`src/core/line_test_pkg.sv`:
```
// Purpose: Constants and types for the line test pattern unit
// Assumes: One channel, 125 MHz system clock, AHB-Lite register access
// Notes:   Register indices map to byte address index * 4
package line_test_pkg;

  // Register indices (byte address = index * 4)
  localparam logic [9:0] IDX_GEN_CTRL    = 10'h010;
  localparam logic [9:0] IDX_DET_CTRL    = 10'h011;
  localparam logic [9:0] IDX_PAT_LOW     = 10'h012;
  localparam logic [9:0] IDX_PAT_MID     = 10'h013;
  localparam logic [9:0] IDX_PAT_HIGH    = 10'h014;
  localparam logic [9:0] IDX_CODE_LEN    = 10'h015;
  localparam logic [9:0] IDX_GEN_CODE    = 10'h016;
  localparam logic [9:0] IDX_ACT_CODE    = 10'h017;
  localparam logic [9:0] IDX_DEACT_CODE  = 10'h018;
  localparam logic [9:0] IDX_AUX_CTRL    = 10'h01C;
  localparam logic [9:0] IDX_ERR_COUNT   = 10'h01D;
  localparam logic [9:0] IDX_STATUS      = 10'h01E;

  // Reset values
  localparam logic [7:0] RST_GEN_CTRL    = 8'h00;
  localparam logic [7:0] RST_DET_CTRL    = 8'h03;
  localparam logic [7:0] RST_PAT_BYTE    = 8'h55;
  localparam logic [7:0] RST_CODE_LEN    = 8'h01;
  localparam logic [7:0] RST_GEN_CODE    = 8'h01;
  localparam logic [7:0] RST_ACT_CODE    = 8'h01;
  localparam logic [7:0] RST_DEACT_CODE  = 8'h09;
  localparam logic [7:0] RST_AUX_CTRL    = 8'h00;
  localparam logic [19:0] RST_LFSR       = 20'hFFFFF;

  // Field positions
  localparam int GEN_CLK_SEL_BIT   = 6;
  localparam int GEN_EN_LSB        = 4;
  localparam int GEN_DIR_BIT       = 3;
  localparam int GEN_INV_BIT       = 2;
  localparam int GEN_POLY_LSB      = 0;
  localparam int DET_DIR_BIT       = 3;
  localparam int DET_INV_BIT       = 2;
  localparam int DET_SEL_LSB       = 0;
  localparam int GEN_LEN_LSB       = 4;
  localparam int ACT_LEN_LSB       = 2;
  localparam int DEACT_LEN_LSB     = 0;
  localparam int AUTO_LOOP_BIT     = 0;
  localparam int ERR_INSERT_BIT    = 1;
  localparam int ERR_SRC_LSB       = 2;

  // Field encodings
  localparam logic [1:0] GEN_OFF       = 2'b00;
  localparam logic [1:0] GEN_PRBS      = 2'b01;
  localparam logic [1:0] GEN_USER      = 2'b10;
  localparam logic [1:0] GEN_INBAND    = 2'b11;
  localparam logic [1:0] DET_USER      = 2'b11;
  localparam logic [2:0] ERR_SRC_PAT   = 3'b111;
  localparam logic [4:0] USER_LAST_PH  = 5'd23;

  // Detector lock and loss thresholds, in monitored bits
  localparam logic [5:0] LOCK_MATCHES  = 6'd32;
  localparam logic [5:0] LOSS_ERRORS   = 6'd8;

  // Loopback hold time
  localparam longint CLK_HZ            = 125_000_000;
  localparam longint LOOP_HOLD_MS      = 5100;
  localparam longint LOOP_HOLD_CYCLES  = LOOP_HOLD_MS * (CLK_HZ / 1000);

  // Sampled pin slots
  localparam int PIN_REF   = 0;
  localparam int PIN_RXCK  = 1;
  localparam int PIN_RXD   = 2;
  localparam int PIN_TXCK  = 3;
  localparam int PIN_POS   = 4;
  localparam int PIN_NEG   = 5;

  typedef enum logic {DET_HUNT, DET_LOCK} det_state_e;

  typedef struct packed {
    logic [5:0] s1;
    logic [5:0] s2;
    logic [5:0] s3;
    logic [5:0] filt;
  } pin_sync_s;

  typedef struct packed {
    logic        wr;
    logic        rd;
    logic [9:0]  idx;
    logic [31:0] rdata;
    logic        ready;
  } ahb_slave_s;

endpackage : line_test_pkg

```
`src/core/line_test_pattern.sv`:
```
// Purpose: Test pattern generator and detector for one line channel
// Assumes: All line clocks and data arrive as pins and are oversampled
// Notes:   Line clocks must stay well below a quarter of CLK
// Notes on behaviour
// - Receive generation clock: reference or recovered
// - Transmit generation clock: reference, pin or rails
// - Enable field picks off, PRBS, user, inband
// - Direction bit routes generator to transmit/receive
// - Invert bit flips generated PRBS and user bits
// - Polynomial select picks QRSS, 15 or 11
// - Detect direction picks receive or transmit stream
// - Detect invert flips data before comparison
// - Detect select picks expected PRBS or user
// - 24-bit user pattern, bit 23 first, repeating
// - Generation code length five to eight bits
// - Activate code length five to eight bits
// - Deactivate code length five to eight bits
// - Inband code sent MSB first, repeated continuously
// - Activate code matched, bit zero last
// - Deactivate code matched, bit zero last
// - Insert bit rising flips one PRBS or user bit, self-clears
// - Source 111 counts pattern detector mismatches
// - Auto loopback after code held 5.1 s
//
// Added by the designer: register access over AHB-Lite.
`timescale 1ns/1ps
`default_nettype none

module line_test_pattern
  import line_test_pkg::*;
#(
  parameter longint LOOP_HOLD = LOOP_HOLD_CYCLES
)
(
  input  wire logic        CLK,
  input  wire logic        RESET_N,
  input  wire logic        CE,
  input  wire logic        HSEL,
  input  wire logic [31:0] HADDR,
  input  wire logic [1:0]  HTRANS,
  input  wire logic        HWRITE,
  input  wire logic [2:0]  HSIZE,
  input  wire logic [31:0] HWDATA,
  input  wire logic        HREADY,
  output logic      [31:0] HRDATA,
  output logic             HREADYOUT,
  output logic             HRESP,
  input  wire logic        TX_RZ_FORMAT,
  input  wire logic        REF_CLK_IN,
  input  wire logic        RX_RECOVERED_CLK,
  input  wire logic        RX_DATA,
  input  wire logic        TX_CLK_PIN,
  input  wire logic        TX_POS_RAIL,
  input  wire logic        TX_NEG_RAIL,
  output logic             GEN_TX_BIT,
  output logic             GEN_TX_ACTIVE,
  output logic             GEN_RX_BIT,
  output logic             GEN_RX_ACTIVE,
  output logic             PATTERN_ERROR,
  output logic             ACTIVATE_DETECT,
  output logic             DEACTIVATE_DETECT,
  output logic             DIGITAL_LOOP,
  output logic             REMOTE_LOOP
);

  typedef struct packed {
    logic [7:0]  gen_ctrl;
    logic [7:0]  det_ctrl;
    logic [23:0] user_pattern_bits;
    logic [7:0]  code_len;
    logic [7:0]  gen_code_bits;
    logic [7:0]  activate_code_bits;
    logic [7:0]  deactivate_code_bits;
    logic [7:0]  aux_ctrl;
    logic [15:0] err_cnt;
    pin_sync_s   pins;
    logic        err_pend;
    logic [19:0] gen_lfsr;
    logic [4:0]  gen_ph;
    det_state_e  det_state;
    logic [19:0] det_hist;
    logic [4:0]  det_ph;
    logic [5:0]  det_run;
    logic [7:0]  ib_hist;
    logic        act_on;
    logic        deact_on;
    logic [29:0] act_tmr;
    logic [29:0] deact_tmr;
    logic        dig_loop;
    logic        rem_loop;
    logic        gen_tx_bit;
    logic        gen_tx_act;
    logic        gen_rx_bit;
    logic        gen_rx_act;
    logic        pat_err;
    ahb_slave_s  ahb;
  } state_s;

  localparam logic [29:0] HOLD = 30'(LOOP_HOLD);

  state_s q;
  state_s d;

  // Feedback of the selected LFSR; an all-zero window is kicked out
  function automatic logic lfsr_fb(input logic [19:0] s,
                                   input logic [1:0]  sel);
    logic fb;
    fb = 1'b0;
    case (sel)
      2'b00:   fb = (s == 20'h00000) | (s[19] ^ s[16]);
      2'b01:   fb = (s[14:0] == 15'h0000) | (s[14] ^ s[13]);
      default: fb = (s[10:0] == 11'h000) | (s[10] ^ s[8]);
    endcase
    return fb;
  endfunction : lfsr_fb

  // Mask of the valid low-order code bits for a length field
  function automatic logic [7:0] code_mask(input logic [1:0] len);
    return 8'hFF >> (2'd3 - len);
  endfunction : code_mask

  // Inband presence tracker
  function automatic logic ib_track(input logic       on,
                                    input logic [7:0] hist,
                                    input logic [7:0] code,
                                    input logic [1:0] len,
                                    input logic       bit_in);
    logic [7:0] win;
    logic       hit;
    logic       same;
    win  = {hist[6:0], bit_in};
    hit  = ((win ^ code) & code_mask(len)) == 8'h00;
    same = bit_in == hist[3'(3'd4 + {1'b0, len})];
    return hit | (on & same);
  endfunction : ib_track

  logic [1:0] gen_mode;
  logic [1:0] gen_poly;
  logic [1:0] det_sel;
  logic [2:0] gen_last;
  logic       rz_lvl;
  logic       rz_next;
  logic       rz_tick;
  logic [5:0] rise;
  logic       gen_tick;
  logic       det_tick;
  logic       mon_bit;
  logic       cmp_bit;
  logic       exp_bit;
  logic       gbit;
  logic       ins;
  logic       accept;
  logic [7:0] wbyte;
  logic [7:0] rbyte;

  always_comb
  begin
    d        = q;
    gen_mode = q.gen_ctrl[GEN_EN_LSB +: 2];
    gen_poly = q.gen_ctrl[GEN_POLY_LSB +: 2];
    det_sel  = q.det_ctrl[DET_SEL_LSB +: 2];
    gen_last = 3'd4 + {1'b0, q.code_len[GEN_LEN_LSB +: 2]};
    gbit     = 1'b0;
    exp_bit  = 1'b0;
    ins      = 1'b0;
    wbyte    = HWDATA[7:0];
    rbyte    = 8'h00;

    // Pin sampling: first stage feeds only the second
    d.pins.s1   = {TX_NEG_RAIL, TX_POS_RAIL, TX_CLK_PIN,
                   RX_DATA, RX_RECOVERED_CLK, REF_CLK_IN};
    d.pins.s2   = q.pins.s1;
    d.pins.s3   = q.pins.s2;
    d.pins.filt = (q.pins.s2 & q.pins.s3) |
                  (q.pins.filt & (q.pins.s2 | q.pins.s3));
    rise    = d.pins.filt & ~q.pins.filt;
    rz_lvl  = q.pins.filt[PIN_POS] | q.pins.filt[PIN_NEG];
    rz_next = d.pins.filt[PIN_POS] | d.pins.filt[PIN_NEG];
    rz_tick = rz_next & ~rz_lvl;

    // Generator clock choice
    if (!q.gen_ctrl[GEN_CLK_SEL_BIT])
      gen_tick = rise[PIN_REF];
    else if (q.gen_ctrl[GEN_DIR_BIT])
      gen_tick = rise[PIN_RXCK];
    else
      gen_tick = TX_RZ_FORMAT ? rz_tick : rise[PIN_TXCK];

    // Detector clock and monitored stream
    if (q.det_ctrl[DET_DIR_BIT])
    begin
      det_tick = TX_RZ_FORMAT ? rz_tick : rise[PIN_TXCK];
      mon_bit  = TX_RZ_FORMAT ? rz_lvl : q.pins.filt[PIN_POS];
    end
    else
    begin
      det_tick = rise[PIN_RXCK];
      mon_bit  = q.pins.filt[PIN_RXD];
    end
    cmp_bit = mon_bit ^ q.det_ctrl[DET_INV_BIT];

    // Generator
    d.gen_tx_act = (gen_mode != GEN_OFF) & ~q.gen_ctrl[GEN_DIR_BIT];
    d.gen_rx_act = (gen_mode != GEN_OFF) & q.gen_ctrl[GEN_DIR_BIT];
    if (gen_tick)
    begin
      case (gen_mode)
        GEN_PRBS:
        begin
          gbit       = lfsr_fb(q.gen_lfsr, gen_poly);
          d.gen_lfsr = {q.gen_lfsr[18:0], gbit};
          ins        = q.err_pend;
          gbit       = gbit ^ q.gen_ctrl[GEN_INV_BIT] ^ ins;
        end
        GEN_USER:
        begin
          gbit     = q.user_pattern_bits[5'd23 - q.gen_ph];
          d.gen_ph = (q.gen_ph == USER_LAST_PH) ? 5'd0 : q.gen_ph + 5'd1;
          ins      = q.err_pend;
          gbit     = gbit ^ q.gen_ctrl[GEN_INV_BIT] ^ ins;
        end
        GEN_INBAND:
        begin
          // Valid low bits, MSB first, bit 0 last, then repeat
          gbit     = q.gen_code_bits[gen_last - q.gen_ph[2:0]];
          d.gen_ph = (q.gen_ph[2:0] >= gen_last) ? 5'd0
                                                 : q.gen_ph + 5'd1;
        end
        default:
          d.gen_ph = 5'd0;
      endcase
      if (q.gen_ctrl[GEN_DIR_BIT])
        d.gen_rx_bit = gbit;
      else
        d.gen_tx_bit = gbit;
    end

    // Single error insertion completes and clears its control bit
    if (ins)
    begin
      d.err_pend                 = 1'b0;
      d.aux_ctrl[ERR_INSERT_BIT] = 1'b0;
    end

    // Pattern detector
    d.pat_err = 1'b0;
    if (det_tick)
    begin
      if (det_sel == DET_USER)
        exp_bit = q.user_pattern_bits[5'd23 - q.det_ph];
      else
        exp_bit = lfsr_fb(q.det_hist, det_sel);
      case (q.det_state)
        DET_HUNT:
        begin
          // Seed from the line so the local sequence follows it
          d.det_hist = {q.det_hist[18:0], cmp_bit};
          if (cmp_bit == exp_bit)
          begin
            d.det_run = q.det_run + 6'd1;
            d.det_ph  = (q.det_ph == USER_LAST_PH) ? 5'd0
                                                   : q.det_ph + 5'd1;
            if (q.det_run + 6'd1 >= LOCK_MATCHES)
            begin
              d.det_state = DET_LOCK;
              d.det_run   = 6'd0;
            end
          end
          else
            d.det_run = 6'd0; // Holding the phase slips one bit
        end
        DET_LOCK:
        begin
          // Free-running once locked, so one line error costs one count
          d.det_hist = {q.det_hist[18:0], exp_bit};
          d.det_ph   = (q.det_ph == USER_LAST_PH) ? 5'd0
                                                  : q.det_ph + 5'd1;
          if (cmp_bit != exp_bit)
          begin
            d.pat_err = 1'b1;
            d.det_run = q.det_run + 6'd1;
            if (q.det_run + 6'd1 >= LOSS_ERRORS)
            begin
              d.det_state = DET_HUNT;
              d.det_run   = 6'd0;
            end
          end
          else
            d.det_run = 6'd0;
        end
        default:
          d.det_state = DET_HUNT;
      endcase

      // Inband code detection on the uninverted stream
      d.ib_hist  = {q.ib_hist[6:0], mon_bit};
      d.act_on   = ib_track(q.act_on, q.ib_hist, q.activate_code_bits,
                            q.code_len[ACT_LEN_LSB +: 2],
                            mon_bit);
      d.deact_on = ib_track(q.deact_on, q.ib_hist, q.deactivate_code_bits,
                            q.code_len[DEACT_LEN_LSB +: 2],
                            mon_bit);
    end

    // Automatic loopback timers
    if (q.aux_ctrl[AUTO_LOOP_BIT])
    begin
      d.act_tmr   = !q.act_on ? 30'd0
                  : (q.act_tmr > HOLD) ? q.act_tmr : q.act_tmr + 30'd1;
      d.deact_tmr = !q.deact_on ? 30'd0
                  : (q.deact_tmr > HOLD) ? q.deact_tmr
                                         : q.deact_tmr + 30'd1;
      if (q.act_tmr > HOLD)
      begin
        if (q.det_ctrl[DET_DIR_BIT])
          d.dig_loop = 1'b1;
        else
          d.rem_loop = 1'b1;
      end
      if (q.deact_tmr > HOLD)
      begin
        d.dig_loop = 1'b0;
        d.rem_loop = 1'b0;
      end
    end
    else
    begin
      d.act_tmr   = 30'd0;
      d.deact_tmr = 30'd0;
      d.dig_loop  = 1'b0;
      d.rem_loop  = 1'b0;
    end

    // Error counter: a clearing write zeroes it, then a same-cycle error counts one
    if (q.ahb.wr && q.ahb.idx == IDX_ERR_COUNT)
      d.err_cnt = 16'h0000;
    if (q.pat_err && q.aux_ctrl[ERR_SRC_LSB +: 3] == ERR_SRC_PAT &&
        d.err_cnt != 16'hFFFF)
      d.err_cnt = d.err_cnt + 16'h0001;

    // Register writes in the data phase
    if (q.ahb.wr)
    begin
      case (q.ahb.idx)
        IDX_GEN_CTRL:   d.gen_ctrl                    = wbyte & 8'h7F;
        IDX_DET_CTRL:   d.det_ctrl                    = wbyte & 8'h0F;
        IDX_PAT_LOW:    d.user_pattern_bits[7:0]      = wbyte;
        IDX_PAT_MID:    d.user_pattern_bits[15:8]     = wbyte;
        IDX_PAT_HIGH:   d.user_pattern_bits[23:16]    = wbyte;
        IDX_CODE_LEN:   d.code_len                    = wbyte & 8'h3F;
        IDX_GEN_CODE:   d.gen_code_bits               = wbyte;
        IDX_ACT_CODE:   d.activate_code_bits          = wbyte;
        IDX_DEACT_CODE: d.deactivate_code_bits        = wbyte;
        IDX_AUX_CTRL:
        begin
          d.aux_ctrl = wbyte & 8'h1F;
          if (wbyte[ERR_INSERT_BIT] && (!q.aux_ctrl[ERR_INSERT_BIT] || ins))
            d.err_pend = 1'b1;
        end
        default: ;
      endcase
    end

    // Read mux for the wait-stated data phase
    case (q.ahb.idx)
      IDX_GEN_CTRL:   rbyte = q.gen_ctrl;
      IDX_DET_CTRL:   rbyte = q.det_ctrl;
      IDX_PAT_LOW:    rbyte = q.user_pattern_bits[7:0];
      IDX_PAT_MID:    rbyte = q.user_pattern_bits[15:8];
      IDX_PAT_HIGH:   rbyte = q.user_pattern_bits[23:16];
      IDX_CODE_LEN:   rbyte = q.code_len;
      IDX_GEN_CODE:   rbyte = q.gen_code_bits;
      IDX_ACT_CODE:   rbyte = q.activate_code_bits;
      IDX_DEACT_CODE: rbyte = q.deactivate_code_bits;
      IDX_AUX_CTRL:   rbyte = q.aux_ctrl;
      IDX_STATUS:     rbyte = {3'b000, q.rem_loop, q.dig_loop,
                               q.det_state == DET_LOCK,
                               q.deact_on, q.act_on};
      default:        rbyte = 8'h00;
    endcase

    // AHB-Lite slave: writes take no wait, reads take one
    accept   = HSEL & HTRANS[1] & HREADY;
    d.ahb.wr = accept & HWRITE;
    d.ahb.rd = accept & ~HWRITE;
    if (accept)
      d.ahb.idx = HADDR[11:2];
    if (q.ahb.rd)
    begin
      d.ahb.rdata = (q.ahb.idx == IDX_ERR_COUNT) ? {16'h0000, q.err_cnt}
                                                 : {24'h000000, rbyte};
      d.ahb.ready = 1'b1;
    end
    else if (accept & ~HWRITE)
      d.ahb.ready = 1'b0;
  end

  always_ff @(posedge CLK)
  begin
    if (!RESET_N)
    begin
      q                      <= '0;
      q.gen_ctrl             <= RST_GEN_CTRL;
      q.det_ctrl             <= RST_DET_CTRL;
      q.user_pattern_bits    <= {RST_PAT_BYTE, RST_PAT_BYTE, RST_PAT_BYTE};
      q.code_len             <= RST_CODE_LEN;
      q.gen_code_bits        <= RST_GEN_CODE;
      q.activate_code_bits   <= RST_ACT_CODE;
      q.deactivate_code_bits <= RST_DEACT_CODE;
      q.aux_ctrl             <= RST_AUX_CTRL;
      q.gen_lfsr             <= RST_LFSR;
      q.det_state            <= DET_HUNT;
      q.ahb.ready            <= 1'b1;
    end
    else if (CE)
      q <= d;
  end

  assign HRDATA            = q.ahb.rdata;
  assign HREADYOUT         = q.ahb.ready;
  assign HRESP             = 1'b0;
  assign GEN_TX_BIT        = q.gen_tx_bit;
  assign GEN_TX_ACTIVE     = q.gen_tx_act;
  assign GEN_RX_BIT        = q.gen_rx_bit;
  assign GEN_RX_ACTIVE     = q.gen_rx_act;
  assign PATTERN_ERROR     = q.pat_err;
  assign ACTIVATE_DETECT   = q.act_on;
  assign DEACTIVATE_DETECT = q.deact_on;
  assign DIGITAL_LOOP      = q.dig_loop;
  assign REMOTE_LOOP       = q.rem_loop;

endmodule : line_test_pattern

`default_nettype wire

```
`config.mk`:
```
export PLATFORM = sky130hd
export DESIGN_NAME = line_test_pattern
export DESIGN_NICKNAME = d
export VERILOG_FILES = /design/src/core/line_test_pkg.sv /design/src/core/line_test_pattern.sv
export SDC_FILE = /design/constraint.sdc
export NUM_CORES = 1
export LEC_CHECK = 0
export ABC_AREA = 1
export CORE_ASPECT_RATIO = 2
export CORE_MARGIN = 4
export CORE_UTILIZATION = 60
export CTS_CLUSTER_SIZE = 16
export DETAILED_ROUTE_END_ITERATION = 8
export DONT_BUFFER_PORTS = 1
export PLACE_DENSITY = 0.76
export SLEW_MARGIN = 0
export SYNTH_ARGS = -nofsm -noshare
export SYNTH_HDL_FRONTEND = slang
export SYNTH_SLANG_ARGS = --single-unit
```
`constraint.sdc`:
```
create_clock -name CLK -period 3.1 [get_ports CLK]
set_clock_uncertainty 0.05 [all_clocks]
set_input_delay 0.31 -clock CLK [delete_from_list [all_inputs] [get_ports CLK]]
set_output_delay 0.31 -clock CLK [all_outputs]
set_load 0.02 [all_outputs]
```
Yosys cells after proc, flatten, opt, wreduce, memory -nomap -nowiden
Index checks and enable logic that the tools add are counted.
- input bits: 82
- word-level logic and storage cells: 249
- register bits: 290
- output and inout bits: 43
- reductions and logical operators: 42
- add/sub/neg operators: 14
- order comparisons: 10
- shifts and indexed selects: 2
- bitwise operators: 45
- muxes and demuxes: 64
- eq/ne operators: 32
- operators with widths (operator ; count):
    10-bit by 5-bit equality test with 1-bit output, second input constant ; 12
    30-bit two-way mux ; 4
    8-bit one-hot mux with 11 select lines ; 1
    32-bit one-hot mux with 2 select lines ; 1
    62-bit two-way mux ; 1
    30-bit by 1-bit adder with 30-bit output, second input constant ; 2
    30-bit greater-than comparator, second input constant ; 2
    3-bit AND reduction ; 17
    16-bit two-way mux ; 3
    20-bit zero test ; 2
    1-bit two-way mux ; 33
    15-bit zero test ; 2
    6-bit two-way mux ; 4
    11-bit zero test ; 2
    5-bit two-way mux ; 4
    16-bit by 1-bit adder with 16-bit output, second input constant ; 1
    8-bit bitwise AND ; 2
    8-bit zero test ; 2
    16-bit != test, second input constant ; 1
    8-bit by 2-bit right shift with 8-bit output, first input constant ; 2
    8-bit XOR ; 2
    5-bit one-hot mux with 3 select lines ; 1
    6-bit bitwise AND ; 2
    3-bit by 4-bit less-than comparator with 1-bit output, second input constant ; 3
    other kinds (39) ; 103

Depth between registers and ports, before layout
- word-level depth: 14
- gate-level depth with buffers: 20
- mapped depth without buffers: 20

Least setup slack after synthesis
No wires, ideal clock.
- path kind: flip-flop to flip-flop
- from: register q[34] (netlist bit)
- to: register q[205] (netlist bit)
- path buffers: 1
- stages on the path, launching flop included: 20
- data required time: 2.915 ns
- setup time: 0.135 ns
- arrival: 2.169 ns
- clock period less this slack: 2.353 ns
- path slack: 0.747 ns
- cell sequence: dfxtp_1 > nor2_2 > inv_2 > nor2_4 > nand3_4 > inv_4 > nor2_1 > ha_1 > nand3_1 > nor2_1 > nand3_2 > nor2_1 > nand2_2 > nand2_4 > buf_6 > clkinv_8 > nor2_2 > nor2_4 > o21ai_2 > a21oi_2
- cells in the longest elaborated chain, start to end: 6
- elaborated cells between the ends (all ways): 7
- those cells by class: 1 x add/sub; 2 x eq/ne; 2 x mux; 2 x reduce/logical
- RTL lines (element ; line ; RTL):
    from (decl) ; line_test_pattern.sv:101 ; state_s q;
    10-bit by 5-bit equality test with 1-bit output (*) ; line_test_pattern.sv:335 ; if (q.ahb.wr && q.ahb.idx == IDX_ERR_COUNT)
    1-bit logical AND (*) ; line_test_pattern.sv:335 ;
    16-bit two-way mux (*) ; line_test_pattern.sv:335 ;
    branches (longest 2 deep; another with 16-bit by 1-bit adder with 16-bit output) ; n/a ;
    16-bit two-way mux (*) ; line_test_pattern.sv:337 ; if (q.pat_err && q.aux_ctrl[ERR_SRC_LSB +: 3] == ERR_SRC_PAT &&
Mark *: on every way between the ends.
A chain may end at the register's enable or synchronous reset.

Final worst setup path
- from: register q[36] (netlist bit)
- to: register q[218] (netlist bit)
Same word-level chain as after synthesis.

==> flow_summary.json <==
{
  "syn_inst": 2115,
  "fp-row-count": 80,
  "synthTopCellsByCount": "nand2_1 (410), dfxtp_1 (274), nor2_1 (228)",
  "firstDrtPassIters": 6,
  "slowest_stage": "dfxtp_1",
  "drc_errors": 0,
  "final_max_slew_viol_count": 0,
  "cp.arrival_ns": 3.19,
  "worst_pin_slew_ns": 0.806,
  "synth_most_common_cell": "nand2_1",
  "die_h_um": 229,
  "r2r_start": "q[36]",
  "status": "finished, final reports clean",
  "core_area_um2": 24000,
  "num_vias": 14300,
  "ys_ff_latch": 274,
  "hold_path_class": "input port to flip-flop",
  "synthTopCellsByArea": "dfxtp_1 (37%), nand2_1 (10%), a21oi_1 (6.5%)",
  "wirelength_um": 44600,
  "start_util_pct": 61.0,
  "avgSynthCellArea_um2": 6.93,
  "hpwlAfterDp_um": 32000,
  "cts.sinks": 274,
  "synth.distinct_cells": 57,
  "critPathLaunchType": "flip-flop",
  "stdcell_area_um2": 15700,
  "antenna_found_initial": 0,
  "avgViaCountPerCell": 5.98,
  "grt_pass1_wl_um": 70500,
  "synth_edf_count": 0,
  "grt_pass1_vias": 13700,
  "crit_path_frequent_cell": "nor2_1",
  "grt_max_degree": 176,
  "cts_tree": "built",
  "cts_root_buf": "clkbuf_16",
  "rr_worst_depth": 18,
  "gp_congestion": 1.02,
  "r2r_end": "q[218]",
  "end_kind": "flip-flop",
  "rsz0062_at_grt": "no",
  "synth-async-reset-ratio_pct": 0,
  "hold_depth": 2,
  "cap_violations": 0,
  "fmax_ghz": 0.359,
  "synth_area_leader_cell": "dfxtp_1",
  "crit_chain": "inv_1, nor3_4, nand3_4, nand2_1, inv_1, ha_1, nand3_1, nor2_1, nand3_2, nor2_1, nand2_2, nand2_4, nor2_4, nand2_2, nor2_1, nand2_1, nand2_1, nor2_1",
  "ir_drop_uv": 576,
  "die_area_um2": 27200,
  "ios": 125,
  "cp.required_ns": 3.50,
  "path_clk_slew_ns": 0.07,
  "ant_nets": 0,
  "syn-cell-area_um2": 14700,
  "power.leakage_nw": 5.99,
  "max_slew_margin_pct": 46.1,
  "whs_endpoint": "q[97]",
  "clk_latency_ns": 0.56,
  "ys_warn_count": 0,
  "max_stage_delay_ns": 0.34,
  "critPathMaxFanout": 19,
  "nets": 2178,
  "dieWidth_um": 119,
  "period_share_pct": 89.8,
  "grt_usage_pct": 31.8,
  "cts_setup_buffers": 0,
  "wl_met3_um": 2300,
  "drt-met1-wl_um": 15200,
  "met2_wirelength_um": 23800,
  "h-tree-depth": 1,
  "setup_viol": 0,
  "grt_overflow": 0,
  "post_dp_cell_area_um2": 14500,
  "power_density_nw_per_um2": 466,
  "wl_per_cell_um": 18.7,
  "cts_buffers": 26,
  "synth_top_area_share_pct": 37.4,
  "clockBufferDepth": 3,
  "period_needed_ns": 2.78,
  "io_buffers": 0,
  "ys_seq_area_share_pct": 37.4,
  "hold_start": "RESET_N",
  "drtIter0Drc": 1021,
  "ys.flop_type": "dfxtp_1",
  "setup-tns-final_ns": 0,
  "criticalPathCategory": "flip-flop to flip-flop",
  "reg2reg_setup_slack_ns": 0.32,
  "top_layer": "met4",
  "drive_gt1_share_pct": 5.58,
  "area_growth_pct": 7.18,
  "hold_viol_final": 0
}
==> area by class of cell <==
class	count	area, um^2
tap	287	359
multi-input combinational	1513	7710
fill	2177	8310
clock inverter	12	173
inverter	223	852
timing repair buffer	41	405
sequential	274	5490
clock buffer	33	728
antenna	1	2.50
==> worst max-delay path, delay by kind of cell, from the launching register on <==
| family | cells | cell delay, ns |
|---|---|---|
| adder cells (fa/ha/maj) | 1 | 0.20 |
| buffers and inverters | 2 | 0.19 |
| flip-flops | 1 | 0.34 |
| AND/OR/NAND/NOR | 15 | 1.88 |
==> stage by stage <==
step	hold WS [ns]	total power, mW	setup slack [ns]	cells	util [%]
5_1_grt	0.00266	7.51	0.0576	2383	65.4
4_1_cts	0.00386	7.34	0.331	2383	65.4
3_3_place_gp	0.362	3.89	0.401	2310	60.4
6_report	0.00698	7.32	0.317	2384	65.4
3_5_place_dp	0.366	3.90	0.365	2310	60.4
2_1_floorplan	0.379	3.89	0.747	2131	-
==> registers in the layout (all words and copies together) (netlist names), 2 cells and up <==
signal	cells
HRDATA	16
d	12
det_sel	2
gen_mode	2
gen_poly	2
q	230
==> where the power goes <==
group	internal (mW)	switching (mW)	total (mW)	leakage, nW
clock	1.99	1.43	3.42	0.439
sequential	3.55	0.0316	3.59	2.22
combinational	0.0862	0.230	0.316	3.34
==> repair_timing <==
action,in CTS,in global routing
hold buffers,28,0
resized for setup,0,0
hold endpoints to repair,201,0
==> metal layers <==
metal	GRT usage (%)	vias up
li1	-	6952
met2	60.1	483
met5	0	-
met3	4.64	193
met1	31.6	6623
met4	20.6	0
==> placed cells by master, fill, tap and decap left out, drive strengths merged, types with 2 or more instances in the layout <==
cell         count
xor2            33
nor4            18
o22ai           12
bufinv           4
inv            222
clkinv           7
clkinvlp         2
clkbuf          33
o211ai          41
nand2          424
a21oi          195
a221oi          14
a211oi           7
a31o             3
nor2           239
ha              16
conb            17
buf             15
xnor2           32
nand3b           4
nand3          129
a41oi            4
o221ai           2
a22oi            2
nor3            54
o21a             2
dlygate4sd3     26
o21ai          195
dfxtp          274
nand4           60
==> logic make-up after synthesis <==
logic type	synth area share, %
other cells	0.0256
flops	37.4
buf+inv	10.4
xor+xnor	3.88
fa+ha+maj	1.50
simple gates	28.3
compound gates	18.5
==> how the worst max path moves through the flow <==
stage | end | startpoint | slack (ns)
after floorplan | q[205] | q[34] | 0.75
after global placement | q[218] | q[39] | 0.40
after detailed placement | q[218] | q[39] | 0.36
after CTS | q[218] | q[39] | 0.33
after global routing | q[218] | q[39] | 0.06
final | q[218] | q[36] | 0.32
Power figures use the tool's default switching activity.
